## src/sbc_pkg.sv

```systemverilog
// Purpose: Shared constants and types for the signed band comparator.
// Assumes: One clock, one asynchronous active-high reset.
// Notes: Flag reset values and the result encoding live here.
`default_nettype none

package sbc_pkg;
  // ----------------------------------------
  // Widths and reset values
  // ----------------------------------------
  localparam int unsigned SBC_DATA_W = 32;
  localparam logic SBC_FLAG_RST = 1'b0;

  // Outcome of one compare
  typedef enum logic [1:0] {
    SBC_BELOW,
    SBC_INSIDE,
    SBC_ABOVE
  } sbc_result_t;
endpackage : sbc_pkg

`default_nettype wire

```

## src/sbc_band_compare_32.sv

```systemverilog
// Purpose: 32-bit signed band compare with three held result flags.
// Assumes: Operands and trigger come from logic on core_clk.
// Notes: Flags change only on an executed compare or a reset.
`default_nettype none

module sbc_band_compare_32 #(
  parameter int unsigned DATA_W = sbc_pkg::SBC_DATA_W
) (
  input wire logic core_clk,
  input wire logic sys_rst,
  input wire logic trigger,
  input wire logic signed [DATA_W-1:0] test_operand,
  input wire logic signed [DATA_W-1:0] lower_limit_operand,
  input wire logic signed [DATA_W-1:0] upper_limit_operand,
  output logic greater_flag,
  output logic equal_flag,
  output logic less_flag
);
  import sbc_pkg::*;

  // ----------------------------------------
  // Types and helpers
  // ----------------------------------------
  // One bit for each outcome, in the order the outputs are listed
  typedef struct packed {
    logic greater;
    logic equal;
    logic less;
  } sbc_flags_t;

  // Turns a classification into its flag set; an unused result code lights
  // nothing rather than a wrong flag
  function automatic sbc_flags_t sbc_decode_flags(input sbc_result_t res);
    sbc_flags_t flags;
    flags.greater = (res == SBC_ABOVE);
    flags.equal = (res == SBC_INSIDE);
    flags.less = (res == SBC_BELOW);
    return flags;
  endfunction : sbc_decode_flags

  // Signed less-than kept apart from the datapath so the checks do not
  // share its mistakes
  function automatic logic sbc_lt(
    input logic signed [DATA_W-1:0] lhs,
    input logic signed [DATA_W-1:0] rhs
  );
    return lhs < rhs;
  endfunction : sbc_lt

  // ----------------------------------------
  // Compare datapath
  // ----------------------------------------
  sbc_result_t result;

  // Operands go straight in; a caller that mixes signed and unsigned words
  // gets a signed answer, so the top bit of an unsigned word reads as a sign
  sbc_band_cmp #(
    .DATA_W(DATA_W)
  ) sbc_band_cmp_inst (
    .test_operand(test_operand),
    .lower_limit_operand(lower_limit_operand),
    .upper_limit_operand(upper_limit_operand),
    .result(result)
  );

  // ----------------------------------------
  // Result flags
  // ----------------------------------------
  sbc_flags_t flags_q;

  // Flags load together so a reader never sees a mixed set; with the trigger
  // off the register keeps the last outcome, which is all a reader can rely on
  always_ff @(posedge core_clk or posedge sys_rst) begin
    if (sys_rst) begin
      flags_q <= '{default: SBC_FLAG_RST};
    end else if (trigger) begin
      flags_q <= sbc_decode_flags(result);
    end
  end

  // Outputs come straight from the flag flip-flops
  assign greater_flag = flags_q.greater;
  assign equal_flag = flags_q.equal;
  assign less_flag = flags_q.less;

  // ----------------------------------------
  // Check helpers
  // ----------------------------------------
  // These signals feed the assertions only and never reach an output
  logic below_now;
  logic above_now;
  sbc_flags_t expect_q;
  logic cmp_seen_q;

  // Below is tested first so an inverted band still gives a single answer
  assign below_now = sbc_lt(test_operand, lower_limit_operand);
  assign above_now = !below_now && sbc_lt(upper_limit_operand, test_operand);

  // Outcome that the last compare should have left, worked out from the operands
  always_ff @(posedge core_clk or posedge sys_rst) begin
    if (sys_rst) begin
      expect_q <= '{default: SBC_FLAG_RST};
    end else if (trigger) begin
      expect_q.greater <= above_now;
      expect_q.equal <= !below_now && !above_now;
      expect_q.less <= below_now;
    end
  end

  // Marks that at least one compare has run since reset
  always_ff @(posedge core_clk or posedge sys_rst) begin
    if (sys_rst) begin
      cmp_seen_q <= SBC_FLAG_RST;
    end else if (trigger) begin
      cmp_seen_q <= 1'h1;
    end
  end
endmodule : sbc_band_compare_32

`default_nettype wire

```

## src/sbc_band_cmp.sv

```systemverilog
// Purpose: Combinational signed band classification of one operand.
// Assumes: All operands are two's-complement words of the same type.
// Notes: Pure logic, the caller registers the result.
`default_nettype none

module sbc_band_cmp #(
  parameter int unsigned DATA_W = 32
) (
  input wire logic signed [DATA_W-1:0] test_operand,
  input wire logic signed [DATA_W-1:0] lower_limit_operand,
  input wire logic signed [DATA_W-1:0] upper_limit_operand,
  output var sbc_pkg::sbc_result_t result
);
  import sbc_pkg::*;

  // ----------------------------------------
  // Classification
  // ----------------------------------------
  // Below wins over above so an inverted band still gives one answer
  always_comb begin
    if (test_operand < lower_limit_operand) begin
      result = SBC_BELOW;
    end else if (test_operand > upper_limit_operand) begin
      result = SBC_ABOVE;
    end else begin
      result = SBC_INSIDE; // Limits are inclusive
    end
  end
endmodule : sbc_band_cmp

`default_nettype wire

```

## config.mk

```make
export PLATFORM = sky130hd
export DESIGN_NAME = sbc_band_compare_32
export DESIGN_NICKNAME = d
export VERILOG_FILES = /design/src/sbc_pkg.sv /design/src/sbc_band_compare_32.sv /design/src/sbc_band_cmp.sv
export SDC_FILE = /design/constraint.sdc
export NUM_CORES = 1
export LEC_CHECK = 0
export BUFFER_PORTS_ARGS = -buffer_cell sky130_fd_sc_hd__buf_2
export CAP_MARGIN = 20
export CORE_AREA = 3 3 65 67
export CTS_CLUSTER_DIAMETER = 60
export CTS_CLUSTER_SIZE = 10
export DETAILED_ROUTE_END_ITERATION = 10
export DIE_AREA = 0 0 68 70
export PLACE_DENSITY = 0.85
export SLEW_MARGIN = 20
export SYNTH_ARGS = -nofsm -noshare
export SYNTH_HDL_FRONTEND = slang
export SYNTH_HIERARCHICAL = 1
export SYNTH_SLANG_ARGS = --single-unit
```

## constraint.sdc

```tcl
create_clock -name core_clk -period 1 [get_ports core_clk]
set_input_delay 0.15 -clock core_clk [delete_from_list [all_inputs] [get_ports core_clk]]
set_output_delay 0.15 -clock core_clk [all_outputs]
set_load 0.03 [all_outputs]
```

Word level (Yosys, flattened, before mapping)

Cells that the tools add are included.
Widths: inputs -> output; s select.

Logic and storage cells: 10
Register bits: 3
Output and inout port bits: 3
Input port bits: 99

Reductions and logical operators: 1
Order comparisons: 2
Equal/unequal tests: 2
Muxes and demuxes: 2

Operator list:

| operator           | count |
|---|---|
| $gt 32x32->1       | 1 |
| $lt 32x32->1       | 1 |
| $mux 2             | 2 |
| $eq 2x1->1 const B | 1 |
| $eq 2x2->1 const B | 1 |
| $logic_not 2->1    | 1 |

Depth between registers and ports, before layout

Gate-level depths: netlist of the first run.

Depth in word-level cells: 4
Depth in mapped cells: 11
Mapped depth without buffers: 11

Cells and area by module

The synthesis of the first run kept the hierarchy.

By module, submodules not included:

| module              | instances | cells each | area an instance (um^2) | seq. area each (um^2) |
|---|---|---|---|---|
| sbc_band_cmp        | 1         | 224        | 1640.3                  | 0.0 |
| sbc_band_compare_32 | 1         | 12         | 127.6                   | 75.1 |

Worst setup path after synthesis of the first run

OpenSTA, ideal clock, no wires.

Kind: input to register
Start point: in upper_limit_operand[14]
End point: reg flags_q (netlist bit less_flag)
Buffers on the path: 0
Path slack: -1.164 ns
Arrival time: 2.039 ns
Stages on the path: 11
Setup time: 0.125 ns
Data required time: 0.875 ns
Cell sequence: inv_1 -> ha_1 -> nand4_2 -> nor3_2 -> a21boi_1 -> or4b_1 -> a21oi_2 -> xnor2_1 -> o21a_1 -> nor2_1 -> mux2_4

Cells in the longest elaborated chain, start to end: 4

Ends and longest elaborated chain:

| what                   | RTL line                  | RTL |
|---|---|---|
| start: declaration     | sbc_band_compare_32.sv:14 | `input wire logic signed [DATA_W-1:0] upper_limit_operand,` |
| $gt 32x32->1           | sbc_band_cmp.sv:23        | `end else if (test_operand > upper_limit_operand) begin` |
| $mux 2                 | sbc_band_cmp.sv:23        |  |
| $mux 2                 | sbc_band_cmp.sv:21        | `if (test_operand < lower_limit_operand) begin` |
| named net result[0]    | sbc_band_compare_32.sv:53 | `sbc_result_t result;` |
| $logic_not 2->1        | sbc_band_compare_32.sv:37 | `flags.less = (res == SBC_BELOW);` |
| end signal: assignment | sbc_band_compare_32.sv:77 | `flags_q <= sbc_decode_flags(result);` |
| end: declaration       | sbc_band_compare_32.sv:69 | `sbc_flags_t flags_q;` |

The timed path passes the listed nets, and every way through them passes these cells.
A chain may end at the register's enable or synchronous reset.

Final worst setup path of the first run

Start point: in upper_limit_operand[11]
End point: reg flags_q (netlist bit less_flag)

The elaborated chain is that of the path after synthesis.

==> Implementation_results.wiki, run 1 <==
{| class="wikitable"
! Metric !! Value
|-
| Total global-route track usage || 25.0%
|-
| Max capacitance violation total || 0
|-
| Achievable clock frequency || 471 MHz
|-
| Remaining global-route overflow || 0
|-
| Switching power of the nets || around 0.00074 W
|-
| Warning count from the yosys run || 6
|-
| CP max stage delay || 0.53 ns
|-
| Outcome || complete, but fails checks
|-
| Crit path DAT || approximately 2.2 ns
|-
| Cell area power density || 628 nW/µm²
|-
| Final number of setup-violating endpoints || 3
|-
| Routed WL || 5.78 mm
|-
| Share of Yosys cell area claimed by the top area cell type || 44.6%
|-
| Maximum number of pins on one net before global-route repair || 6
|-
| Fraction of layout cells with a size suffix above 1 || 49.5%
|-
| Post-synth top flop || sky130_fd_sc_hd__dfrtp_1
|-
| Element type at the critical path start || primary input
|-
| I/O Pins || 102
|-
| Clock transition time at the flip-flop clock pins of the worst setup and hold paths || 0.03 ns
|-
| Number of enable flip-flop cells after synthesis || 0
|-
| Count of cell types in the netlist || 37
|-
| DR iter-0 viols || 56
|-
| CP top delay family || simple AND/OR/NAND/NOR gates
|-
| Crit-path max FO || 3
|-
| Count of input and output buffers || 101
|-
| Count leader, synth || sky130_fd_sc_hd__inv_1
|-
| CTS Sinks || 3
|-
| Total clock buffers created by CTS || 3
|-
| DR WL/cell || 13.6 µm
|-
| Violated checks || setup timing
|-
| Switch share || 39.3%
|-
| Static leakage power || 1.77 nW
|-
| Final worst path period need || about 2.1 ns
|-
| Cells traversed along the worst timing path || buf_6 -> inv_4 -> ha_4 -> nand4_1 -> nor3_2 -> a21boi_2 -> or4b_4 -> a21oi_4 -> xnor2_2 -> nor3b_2 -> nor2_1 -> mux2_4
|-
| Critical-path top delay cell || sky130_fd_sc_hd__or4b_4
|-
| Worst Slack Setup Final || -1.12 ns
|-
| Clock root cell || sky130_fd_sc_hd__clkbuf_8
|-
| Fraction of registers with async set/reset || 100%
|-
| Total power draw || 0.00189 W
|-
| Cell types with the highest counts after synthesis || sky130_fd_sc_hd__inv_1, sky130_fd_sc_hd__ha_1, sky130_fd_sc_hd__a21oi_1, sky130_fd_sc_hd__a21o_1, sky130_fd_sc_hd__nand2_1
|-
| CP Buf/Inv Count || 2
|-
| CORE AREA || 3690 µm²
|-
| Number of global-route vias before repair || 2416
|-
| Final routed DRC violation total || 0
|-
| Hold WC Path Type || in -> reg
|-
| Global-route wire length before repair || 9.47 mm
|-
| Clock tree skew after final layout || 0 ns
|-
| Antenna cells || 0
|-
| Internal power || 0.00115 W
|-
| Total number of H-tree levels || 1
|-
| Unrepaired setup endpoints after global routing || yes
|-
| Clock tree from TritonCTS || built
|-
| Transition at the pin with the smallest max-transition slack || 0.353 ns
|-
| Crit Path Category || in -> reg
|-
| Area leader, netlist || sky130_fd_sc_hd__ha_1
|-
| Via Count || 2210
|-
| Core Rows || 22
|-
| Ranking of synthesized cells by area || sky130_fd_sc_hd__ha_1, sky130_fd_sc_hd__inv_1, sky130_fd_sc_hd__a21o_1
|-
| Synth-to-Final Area Change || 70.4%
|-
| Sequential area share after synthesis || 4.25%
|-
| Number of nets with antenna violations after routing || 0
|-
| Capturing element type of the critical path || flip-flop
|-
| Die area || 4760 µm²
|-
| Vias per std cell || around 5.2
|-
| Slew Limit Fails || 0
|-
| Gate power share || 71.8%
|-
| Peak VDD IR || 393 µV
|-
| Sequential cell fraction of total power || 9.0%
|-
| Worst slew margin relative to its limit || 76.4%
|-
| Data required time at the worst endpoint || 1.10 ns
|-
| Die extent in y || 70 µm
|-
| Yosys reg bits || 3
|-
| Post-synthesis net count || 398
|-
| Clock network fraction of total power || 19.2%
|-
| Worst slack at placement || -1.40 ns
|-
| Period Utilization, post-route || 212%
|-
| Average cell area after synthesis || around 7.5 µm²
|-
| HPWL after detailed placement || between 4 and 5 mm
|-
| Number of buffers on the longest clock path || 2
|-
| Final weighted congestion in routability-driven placement || 0.803
|-
| Gate count after technology mapping || 236
|-
| Horizontal extent of the die || between 60 and 70 µm
|-
| Initial Utilization || 47.9%
|-
| Hold Violations, Final || 0
|-
| Number of antenna violations at the first check in global routing || 0
|-
| Number of nets in the layout || between 500 and 600
|-
| Clock latency of the later-clocked register in the worst-skew pair || about 0.22 ns
|-
| Mapped cell area || 1770 µm²
|-
| Count of filler cells inserted in the layout || around 240
|-
| Pre-antenna DRT Iters || 4
|}
[cell type report]
cell class / instances / area [µm²] / area share, %
multi-input combinational: 165 / 1710 / 56.6
timing repair buffer: 138 / 852 / 28.3
inverter: 68 / 275 / 9.14
sequential: 3 / 75.1 / 2.49
tap: 48 / 60.1 / 1.99
clock buffer: 4 / 45.0 / 1.50
[layout by cell type (no fill, tap or decap), types with 4 or more instances in the layout]
cell type,Yosys,routed
sky130_fd_sc_hd__nand2_1,11,10
sky130_fd_sc_hd__buf_4,0,37
sky130_fd_sc_hd__nand3_1,6,6
sky130_fd_sc_hd__a21oi_1,16,12
sky130_fd_sc_hd__ha_1,63,47
sky130_fd_sc_hd__nor2_1,8,8
sky130_fd_sc_hd__buf_2,0,91
sky130_fd_sc_hd__inv_2,0,8
sky130_fd_sc_hd__a21oi_2,1,4
sky130_fd_sc_hd__nand4_1,10,10
sky130_fd_sc_hd__buf_6,0,7
sky130_fd_sc_hd__a21o_1,12,12
sky130_fd_sc_hd__ha_4,0,16
sky130_fd_sc_hd__inv_1,68,56
[sequential cells by signal, summed over array words and instances, names as in the netlist]
register and count:
greater_flag 1, equal_flag 1, less_flag 1
[through the flow]
step | cells | instance area, µm² | utilization (%) | hold WS (ns) | TNS, ns
after floorplan | 236 | 1920 | - | -0.0964 | -3.03
after global placement | 419 | 2740 | 74.3 | 0.0181 | -3.91
after detailed placement | 419 | 2740 | 74.3 | 0.0288 | -4.12
after CTS | 426 | 2990 | 81.2 | 0.189 | -3.14
after global routing | 426 | 3010 | 81.7 | 0.211 | -3.54
final | 426 | 3010 | 81.7 | 0.201 | -3.28
[routing by layer]
| layer | routed length (µm) | track usage (%) |
|---|---|---|
| met1 | 2100 | 24.9 |
| met2 | 3190 | 48.9 |
| met3 | 346 | 3.86 |
| met4 | 151 | 9.05 |
| met5 | 0 | 0 |
[power groups by stage]
stage	sequential, W	clock [W]	combinational, W
6_report	0.000171	0.000364	0.00136
5_1_grt	0.000175	0.000396	0.00150
4_1_cts	0.000169	0.000372	0.00132
3_5_place_dp	0.000171	0	0.00119
3_3_place_gp	0.000170	0	0.00113
2_1_floorplan	0.000228	0	0.000582
[worst paths after layout]
check	slack, ns	start	cells past startpoint	to
setup / recovery	-1.12	upper_limit_operand[11]	12	less_flag
max in group asynchronous	0.52	sys_rst	3	equal_flag
hold / removal	0.20	trigger	2	equal_flag
hold reg to reg	0.52	less_flag	1	less_flag
min in group asynchronous	0.35	sys_rst	3	greater_flag
setup reg to reg	0.24	less_flag	1	less_flag
[cell families (layout without fill, tap and decap cells)]
| kind of cell | after synthesis | count (layout) | share of synthesized area (%) |
|---|---|---|---|
| AO/OA/AOI/OAI | 52 | 52 | 19.7 |
| XOR/XNOR | 1 | 1 | 0.495 |
| adder cells (fa/ha/maj) | 63 | 63 | 44.6 |
| buffers and inverters | 68 | 210 | 14.4 |
| flip-flops | 3 | 3 | 4.25 |
| multiplexers | 1 | 1 | 0.849 |
| AND/OR/NAND/NOR | 48 | 48 | 15.6 |
[timing repair]
item	CTS	global route
gates resized for setup	41	6
setup buffers	2	0
pin swaps	23	4
hold endpoints to repair	3	0
endpoints found under the setup margin	3	3
hold buffers	1	0
(Power assumes the default switching activity.)
==> run 2, diff against run 1 <==
- CELL_PAD_IN_SITES_DETAIL_PLACEMENT: default -> 0
- CELL_PAD_IN_SITES_GLOBAL_PLACEMENT: default -> 1
- CORE_AREA: 3 3 65 67 -> 3 3 84 86
- DIE_AREA: 0 0 68 70 -> 0 0 87 89
- PLACE_DENSITY: 0.85 -> default
- PLACE_DENSITY_LB_ADDON: default -> 0.1
- clock period: 1 -> 1.8 ns (I/O delays scaled with it)
==> run 2 against run 1 <==
Effect of this change: the flow still finishes with violations (setup timing); die area is 63% higher; combinational power shrank 44%; clock power decreased by 46%; critical path type unchanged; largest cell class unchanged.
==> Implementation_results.wiki, run 2 (same netlist as run 1, synthesis figures left out) <==
{| class="wikitable"
! Metric !! Value
|-
| Outcome || complete, but fails checks
|-
| Violated checks || setup timing
|-
| Global-route wire length before repair || 7.66 mm (-19%)
|-
| Antenna cells || 0 (unchanged)
|-
| Capturing element type of the critical path || flip-flop
|-
| Vias per std cell || 4.36 (-16%)
|-
| Element type at the critical path start || primary input
|-
| Crit Path Category || in -> reg
|-
| Transition at the pin with the smallest max-transition slack || 0.290 ns (-0.0628 ns)
|-
| Total number of H-tree levels || 1 (unchanged)
|-
| Peak VDD IR || 361 µV (-8.2%)
|-
| Fraction of layout cells with a size suffix above 1 || 52.9% (+3.4 points)
|-
| DR iter-0 viols || 18 (-68%)
|-
| Final number of setup-violating endpoints || 3 (unchanged)
|-
| I/O Pins || 102 (unchanged)
|-
| Total global-route track usage || 11.8% (-13 points)
|-
| Start of the worst register-to-register path || less_flag
|-
| Max capacitance violation total || 0 (unchanged)
|-
| Clock tree from TritonCTS || built
|-
| Pre-antenna DRT Iters || 4 (unchanged)
|-
| Crit path DAT || 2.26 ns (+0.04 ns)
|-
| Clock root cell || sky130_fd_sc_hd__clkbuf_8
|-
| Clock tree skew after final layout || 0 ns (unchanged)
|-
| Launch instance of the worst min-delay path || trigger
|-
| Die extent in y || 89 µm (+27%)
|-
| Achievable clock frequency || 461 MHz
|-
| Leading cell type in the layout, fill and taps excluded || sky130_fd_sc_hd__buf_2
|-
| Number of buffers on the longest clock path || 2 (unchanged)
|-
| Leading cell types in the layout, fill and taps excluded || sky130_fd_sc_hd__buf_2, sky130_fd_sc_hd__inv_1, sky130_fd_sc_hd__ha_1
|-
| Setup total negative slack || -1.03 ns (+2.25 ns)
|-
| Total power draw || 0.00105 W (-44%)
|-
| Total clock buffers created by CTS || 3 (unchanged)
|-
| Worst Slack Setup Final || -0.369 ns (+0.755 ns)
|-
| Core Rows || 29 (+32%)
|-
| Static leakage power || 1.80 nW (+1.7%)
|-
| CORE AREA || 6350 µm² (+72%)
|-
| Worst slew margin relative to its limit || 80.6% (+4.2 points)
|-
| Hold WC Path Type || in -> reg
|-
| Count of input and output buffers || 101 (unchanged)
|-
| Synth-to-Final Area Change || 79.5%
|-
| Number of nets in the layout || 545 (+0.74%)
|-
| Final worst path period need || 2.17 ns
|-
| Via Count || 2001 (-9.5%)
|-
| Final weighted congestion in routability-driven placement || 0.771 (-4.0%)
|-
| Number of antenna violations at the first check in global routing || 0 (unchanged)
|-
| Clock latency of the later-clocked register in the worst-skew pair || 0.21 ns (about the same)
|-
| Worst reg-to-reg setup slack || 1.05 ns (+0.81 ns)
|-
| Origin of the worst setup path || upper_limit_operand[11]
|-
| Number of nets with antenna violations after routing || 0 (unchanged)
|-
| Routed WL || 4.90 mm (-15%)
|-
| Util after Layout || 50.0% (-32 points)
|-
| DR WL/cell || 10.7 µm (-21%)
|-
| Period Utilization, post-route || 120%
|-
| CTS Sinks || 3 (unchanged)
|-
| HPWL after detailed placement || 4.44 mm (-5.7%)
|-
| Remaining global-route overflow || 0 (unchanged)
|-
| Die area || 7740 µm² (+63%)
|-
| Hold Violations, Final || 0 (unchanged)
|-
| Slew Limit Fails || 0 (unchanged)
|-
| Maximum number of pins on one net before global-route repair || 6 (unchanged)
|-
| Number of global-route vias before repair || 1910 (-21%)
|-
| Clock transition time at the flip-flop clock pins of the worst setup and hold paths || 0.03 ns (about the same)
|-
| Horizontal extent of the die || 87 µm (+28%)
|-
| Cell area power density || 332 nW/µm² (-47%)
|-
| Unrepaired setup endpoints after global routing || yes
|-
| Final routed DRC violation total || 0 (unchanged)
|-
| Data required time at the worst endpoint || 1.89 ns (+0.79 ns)
|-
| Initial Utilization || 27.8% (-20 points)
|-
| Crit-path max FO || 3 (unchanged)
|}
## run 2: final cells by class
| class | count | area, µm² |
|---|---|---|
| Fill cell | 631 | 3180 |
| Multi-Input combinational cell | 165 | 1770 |
| Tap cell | 77 | 96.3 |
| Inverter | 68 | 280 |
| Sequential cell | 3 | 75.1 |
| Timing Repair Buffer | 142 | 903 |
| Clock buffer | 4 | 45.0 |
## run 2: report_power, final
group / leakage [nW] / internal, W / switching (W)
clock: 0.0228 / 0.000151 / 0.0000441
combinational: 1.74 / 0.000422 / 0.000344
sequential: 0.0379 / 0.0000843 / 0.00000757
## run 2: metrics by stage
step,hold WS [ns],area [µm²],instances,setup WS [ns]
global route,0.351,3170,459,-0.460
CTS,0.311,3070,459,-0.388
floorplan,0.0236,1920,236,-0.443
detailed placement,0.135,2790,450,-0.773
global placement,0.142,2790,450,-0.704
finish,0.328,3170,459,-0.369
## run 2: final timing paths
| check | cells past startpoint | endpoint |
|---|---|---|
| max | 12 | less_flag |
| max in group asynchronous | 3 | less_flag |
| min reg2reg | 2 | equal_flag |
| min in group asynchronous | 3 | equal_flag |
| max reg2reg | 1 | less_flag |
| min | 2 | equal_flag |
## run 2: timing repair
item / in CTS / in global routing
endpoints found under the setup margin: 3 / 3
buffers inserted: 4 / 0
hold buffers: 1 / 0
resized for setup: 42 / 24
hold endpoints to repair: 3 / 0
pin swaps: 24 / 20
## run 2: worst max-delay path, stage by stage
cell and delay, ns:
sky130_fd_sc_hd__buf_6 0.10, sky130_fd_sc_hd__inv_4 0.04, sky130_fd_sc_hd__ha_4 0.20, sky130_fd_sc_hd__nand4_1 0.12, sky130_fd_sc_hd__nor3_2 0.07, sky130_fd_sc_hd__a21boi_2 0.15, sky130_fd_sc_hd__or4b_4 0.53, sky130_fd_sc_hd__a21oi_4 0.15
sky130_fd_sc_hd__xnor2_2 0.11, sky130_fd_sc_hd__nor3b_4 0.21, sky130_fd_sc_hd__nor2_1 0.06, sky130_fd_sc_hd__mux2_4 0.25
## run 2: metal layers
layer / GRT usage, % / vias to the layer above / wire length (µm)
li1: - / 1112 / -
met1: 15.6 / 834 / 2210
met2: 22.0 / 55 / 2360
met3: 0.737 / 0 / 327
met4: 0.850 / 0 / 0
met5: 0 / - / 0
==> run 3, diff against run 2 <==
- CORE_AREA: 3 3 84 86 -> 3 3 78 80
- DIE_AREA: 0 0 87 89 -> 0 0 81 83
- clock period: 1.8 -> 2.53 ns (I/O delays scaled with it)
==> run 3 against run 2 <==
Effect of this change: the flow now finishes without violations; core utilization fell by 3.2 points; flip-flop and latch count unchanged; highest routed layer unchanged; global-route usage increased by 1.3 points; critical path depth is 1 lower; cell count shrank 6.1%; routed wire length down 8.8%; setup slack better by 0.49 ns; clock skew unchanged; hold slack worse by 0.30 ns; first-iteration DRC count increased by 5.6%; sequential share of layout area is 0.57 points higher; design area fell by 19%.
==> Implementation_results.wiki, run 3 (same netlist as run 1, synthesis figures left out) <==
{| class="wikitable"
! Metric !! Value
|-
| Total global-route track usage || 13.1% (+1.3 points)
|-
| Antenna cells || 0 (unchanged)
|-
| Setup Buffers After CTS || 0 (-4)
|-
| Vias per std cell || 4.40 (+0.96%)
|-
| CP top delay family || simple AND/OR/NAND/NOR gates
|-
| Hold Violations, Final || 0 (unchanged)
|-
| CTS Sinks || 3 (unchanged)
|-
| Core Rows || 27 (-6.9%)
|-
| Hold Slack || 0.0230 ns (-0.305 ns)
|-
| Cell area power density || 241 nW/µm² (-28%)
|-
| Die area || 6720 µm² (-13%)
|-
| Outcome || finished, final reports clean
|-
| Clock network fraction of total power || 22.4% (+3.9 points)
|-
| Clock tree skew after final layout || 0 ns (unchanged)
|-
| Final number of setup-violating endpoints || 0 (-3)
|-
| Routed WL || 4.47 mm (-8.8%)
|-
| Leading cell type in the layout, fill and taps excluded || sky130_fd_sc_hd__buf_2
|-
| Clock latency of the later-clocked register in the worst-skew pair || 0.21 ns (about the same)
|-
| Top metal layer carrying routed signals || met3
|-
| Switch share || 38.1% (+0.54 points)
|-
| Static leakage power || 1.65 nW (-8.1%)
|-
| Global-route wire length before repair || 7.45 mm (-2.7%)
|-
| CP max stage delay || 0.54 ns (about the same)
|-
| Clock transition time at the flip-flop clock pins of the worst setup and hold paths || 0.03 ns (about the same)
|-
| HPWL after detailed placement || 4.23 mm (-4.6%)
|-
| Final weighted congestion in routability-driven placement || 0.802 (+4.0%)
|-
| Via Count || 1897 (-5.2%)
|-
| Clock tree from TritonCTS || built
|-
| Sequential cell fraction of total power || 10.7% (+2.0 points)
|-
| Crit path DAT || 2.51 ns (+0.25 ns)
|-
| Number of cells on the worst reg-to-reg path || 1 (unchanged)
|-
| Achievable clock frequency || 415 MHz
|-
| Crit Path Category || in -> reg
|-
| Worst reg-to-reg setup slack || 1.77 ns (+0.72 ns)
|-
| Pre-antenna DRT Iters || 4 (unchanged)
|-
| Number of stages on the worst setup path || 11 (-1)
|-
| Total number of H-tree levels || 1 (unchanged)
|-
| Die extent in y || 83 µm (-6.7%)
|-
| Number of global-route vias before repair || 1850 (-3.1%)
|-
| Gate power share || 66.9% (-5.9 points)
|-
| Clock root cell || sky130_fd_sc_hd__clkbuf_8
|-
| Max capacitance violation total || 0 (unchanged)
|-
| Fraction of layout cells with a size suffix above 1 || 36.8% (-16 points)
|-
| Crit Reg-Reg Endpoint || less_flag
|-
| Final routed DRC violation total || 0 (unchanged)
|-
| Data required time at the worst endpoint || 2.62 ns (+0.73 ns)
|-
| Cells traversed along the worst timing path || buf_2 -> ha_1 -> a21o_1 -> nand3_1 -> a21oi_1 -> or4b_4 -> a21oi_2 -> xnor2_1 -> nor3b_2 -> nor2_1 -> mux2_4
|-
| I/O Pins || 102 (unchanged)
|-
| Number of nets with antenna violations after routing || 0 (unchanged)
|-
| Hold WC Path Type || in -> async
|-
| Number of antenna violations at the first check in global routing || 0 (unchanged)
|-
| Wire length on met2 || 2.11 mm (-11%)
|-
| Crit-path max FO || 3 (unchanged)
|-
| Period Utilization, post-route || 95.3%
|-
| Total clock buffers created by CTS || 3 (unchanged)
|-
| Number of buffers on the longest clock path || 2 (unchanged)
|-
| Critical-path top delay cell || sky130_fd_sc_hd__or4b_4
|-
| DR iter-0 viols || 19 (+1)
|-
| Total routed wire length on the met1 layer || 2.06 mm (-7.1%)
|-
| Maximum number of pins on one net before global-route repair || 6 (unchanged)
|-
| Cells after DPL || 427 (-5.1%)
|-
| Transition at the pin with the smallest max-transition slack || 0.401 ns (+0.111 ns)
|-
| Switching power of the nets || 0.000234 W (-41%)
|-
| Number of nets in the layout || 522 (-4.2%)
|-
| Worst slew margin relative to its limit || 72.6% (-8.0 points)
|-
| Slew Limit Fails || 0 (unchanged)
|-
| Unrepaired setup endpoints after global routing || yes
|-
| Initial Utilization || 32.3% (+4.5 points)
|-
| Leading cell types in the layout, fill and taps excluded || sky130_fd_sc_hd__buf_2, sky130_fd_sc_hd__inv_1, sky130_fd_sc_hd__ha_1
|-
| Start of the worst register-to-register path || less_flag
|-
| Length of routed met3 wiring || 306 µm (-6.4%)
|-
| CP Buf/Inv Count || 1 (-1)
|-
| CORE AREA || 5470 µm² (-14%)
|-
| Element type at the critical path start || primary input
|-
| Count of filler cells inserted in the layout || 590 (-6.5%)
|-
| Internal power || 0.000381 W (-42%)
|-
| Final worst path period need || 2.41 ns
|-
| DR WL/cell || 10.4 µm (-2.8%)
|-
| Number of cells in the finished layout apart from fillers || 431 (-6.1%)
|-
| Capturing element type of the critical path || flip-flop
|-
| Horizontal extent of the die || 81 µm (-6.9%)
|-
| Synth-to-Final Area Change || 44.7%
|-
| Remaining global-route overflow || 0 (unchanged)
|-
| Count of input and output buffers || 101 (unchanged)
|-
| Peak VDD IR || 177 µV (-51%)
|}
## run 3: how the worst max path moves through the flow
stage | from | to
floorplan | upper_limit_operand[14] | less_flag
global placement | test_operand[11] | less_flag
detailed placement | test_operand[11] | less_flag
CTS | test_operand[11] | less_flag
global route | upper_limit_operand[25] | less_flag
finish | test_operand[9] | less_flag
## run 3: final cells by class
class | instances | area (µm²) | area share, %
Multi-Input combinational cell | 165 | 1450 | 56.8
Tap cell | 72 | 90.1 | 3.52
Sequential cell | 3 | 75.1 | 2.94
Clock buffer | 4 | 45.0 | 1.76
Inverter | 68 | 255 | 9.98
Timing Repair Buffer | 119 | 641 | 25.0
## run 3: metrics by stage
stage	setup slack, ns	util (%)	cell area, µm²	setup TNS (ns)	total power (W)
global route	-0.00157	46.7	2560	-0.00157	0.000693
detailed placement	-0.0897	45.7	2500	-0.144	0.000476
floorplan	0.137	-	1770	0	0.000303
finish	0.118	46.7	2560	0	0.000616
global placement	-0.0710	45.7	2500	-0.119	0.000475
CTS	0.123	46.5	2540	0	0.000623
## run 3: per-layer routing
metal  up-vias  global-route usage, %
li1       1061                      -
met1       779                   18.0
met2        57                   23.2
met3         0                  0.217
met4         0                   1.84
met5         -                      0
## run 3: repair_timing
item,in CTS,in global routing
hold endpoints to repair,0,0
endpoints found under the setup margin,0,2
hold buffers,0,0
resized for setup,0,4
## run 3: power groups by stage
stage | Clock [W] | Combinational [W] | Sequential (W)
floorplan | 0 | 0.000213 | 0.0000901
global placement | 0 | 0.000407 | 0.0000671
detailed placement | 0 | 0.000410 | 0.0000664
CTS | 0.000144 | 0.000413 | 0.0000661
global route | 0.000146 | 0.000479 | 0.0000670
finish | 0.000138 | 0.000412 | 0.0000659
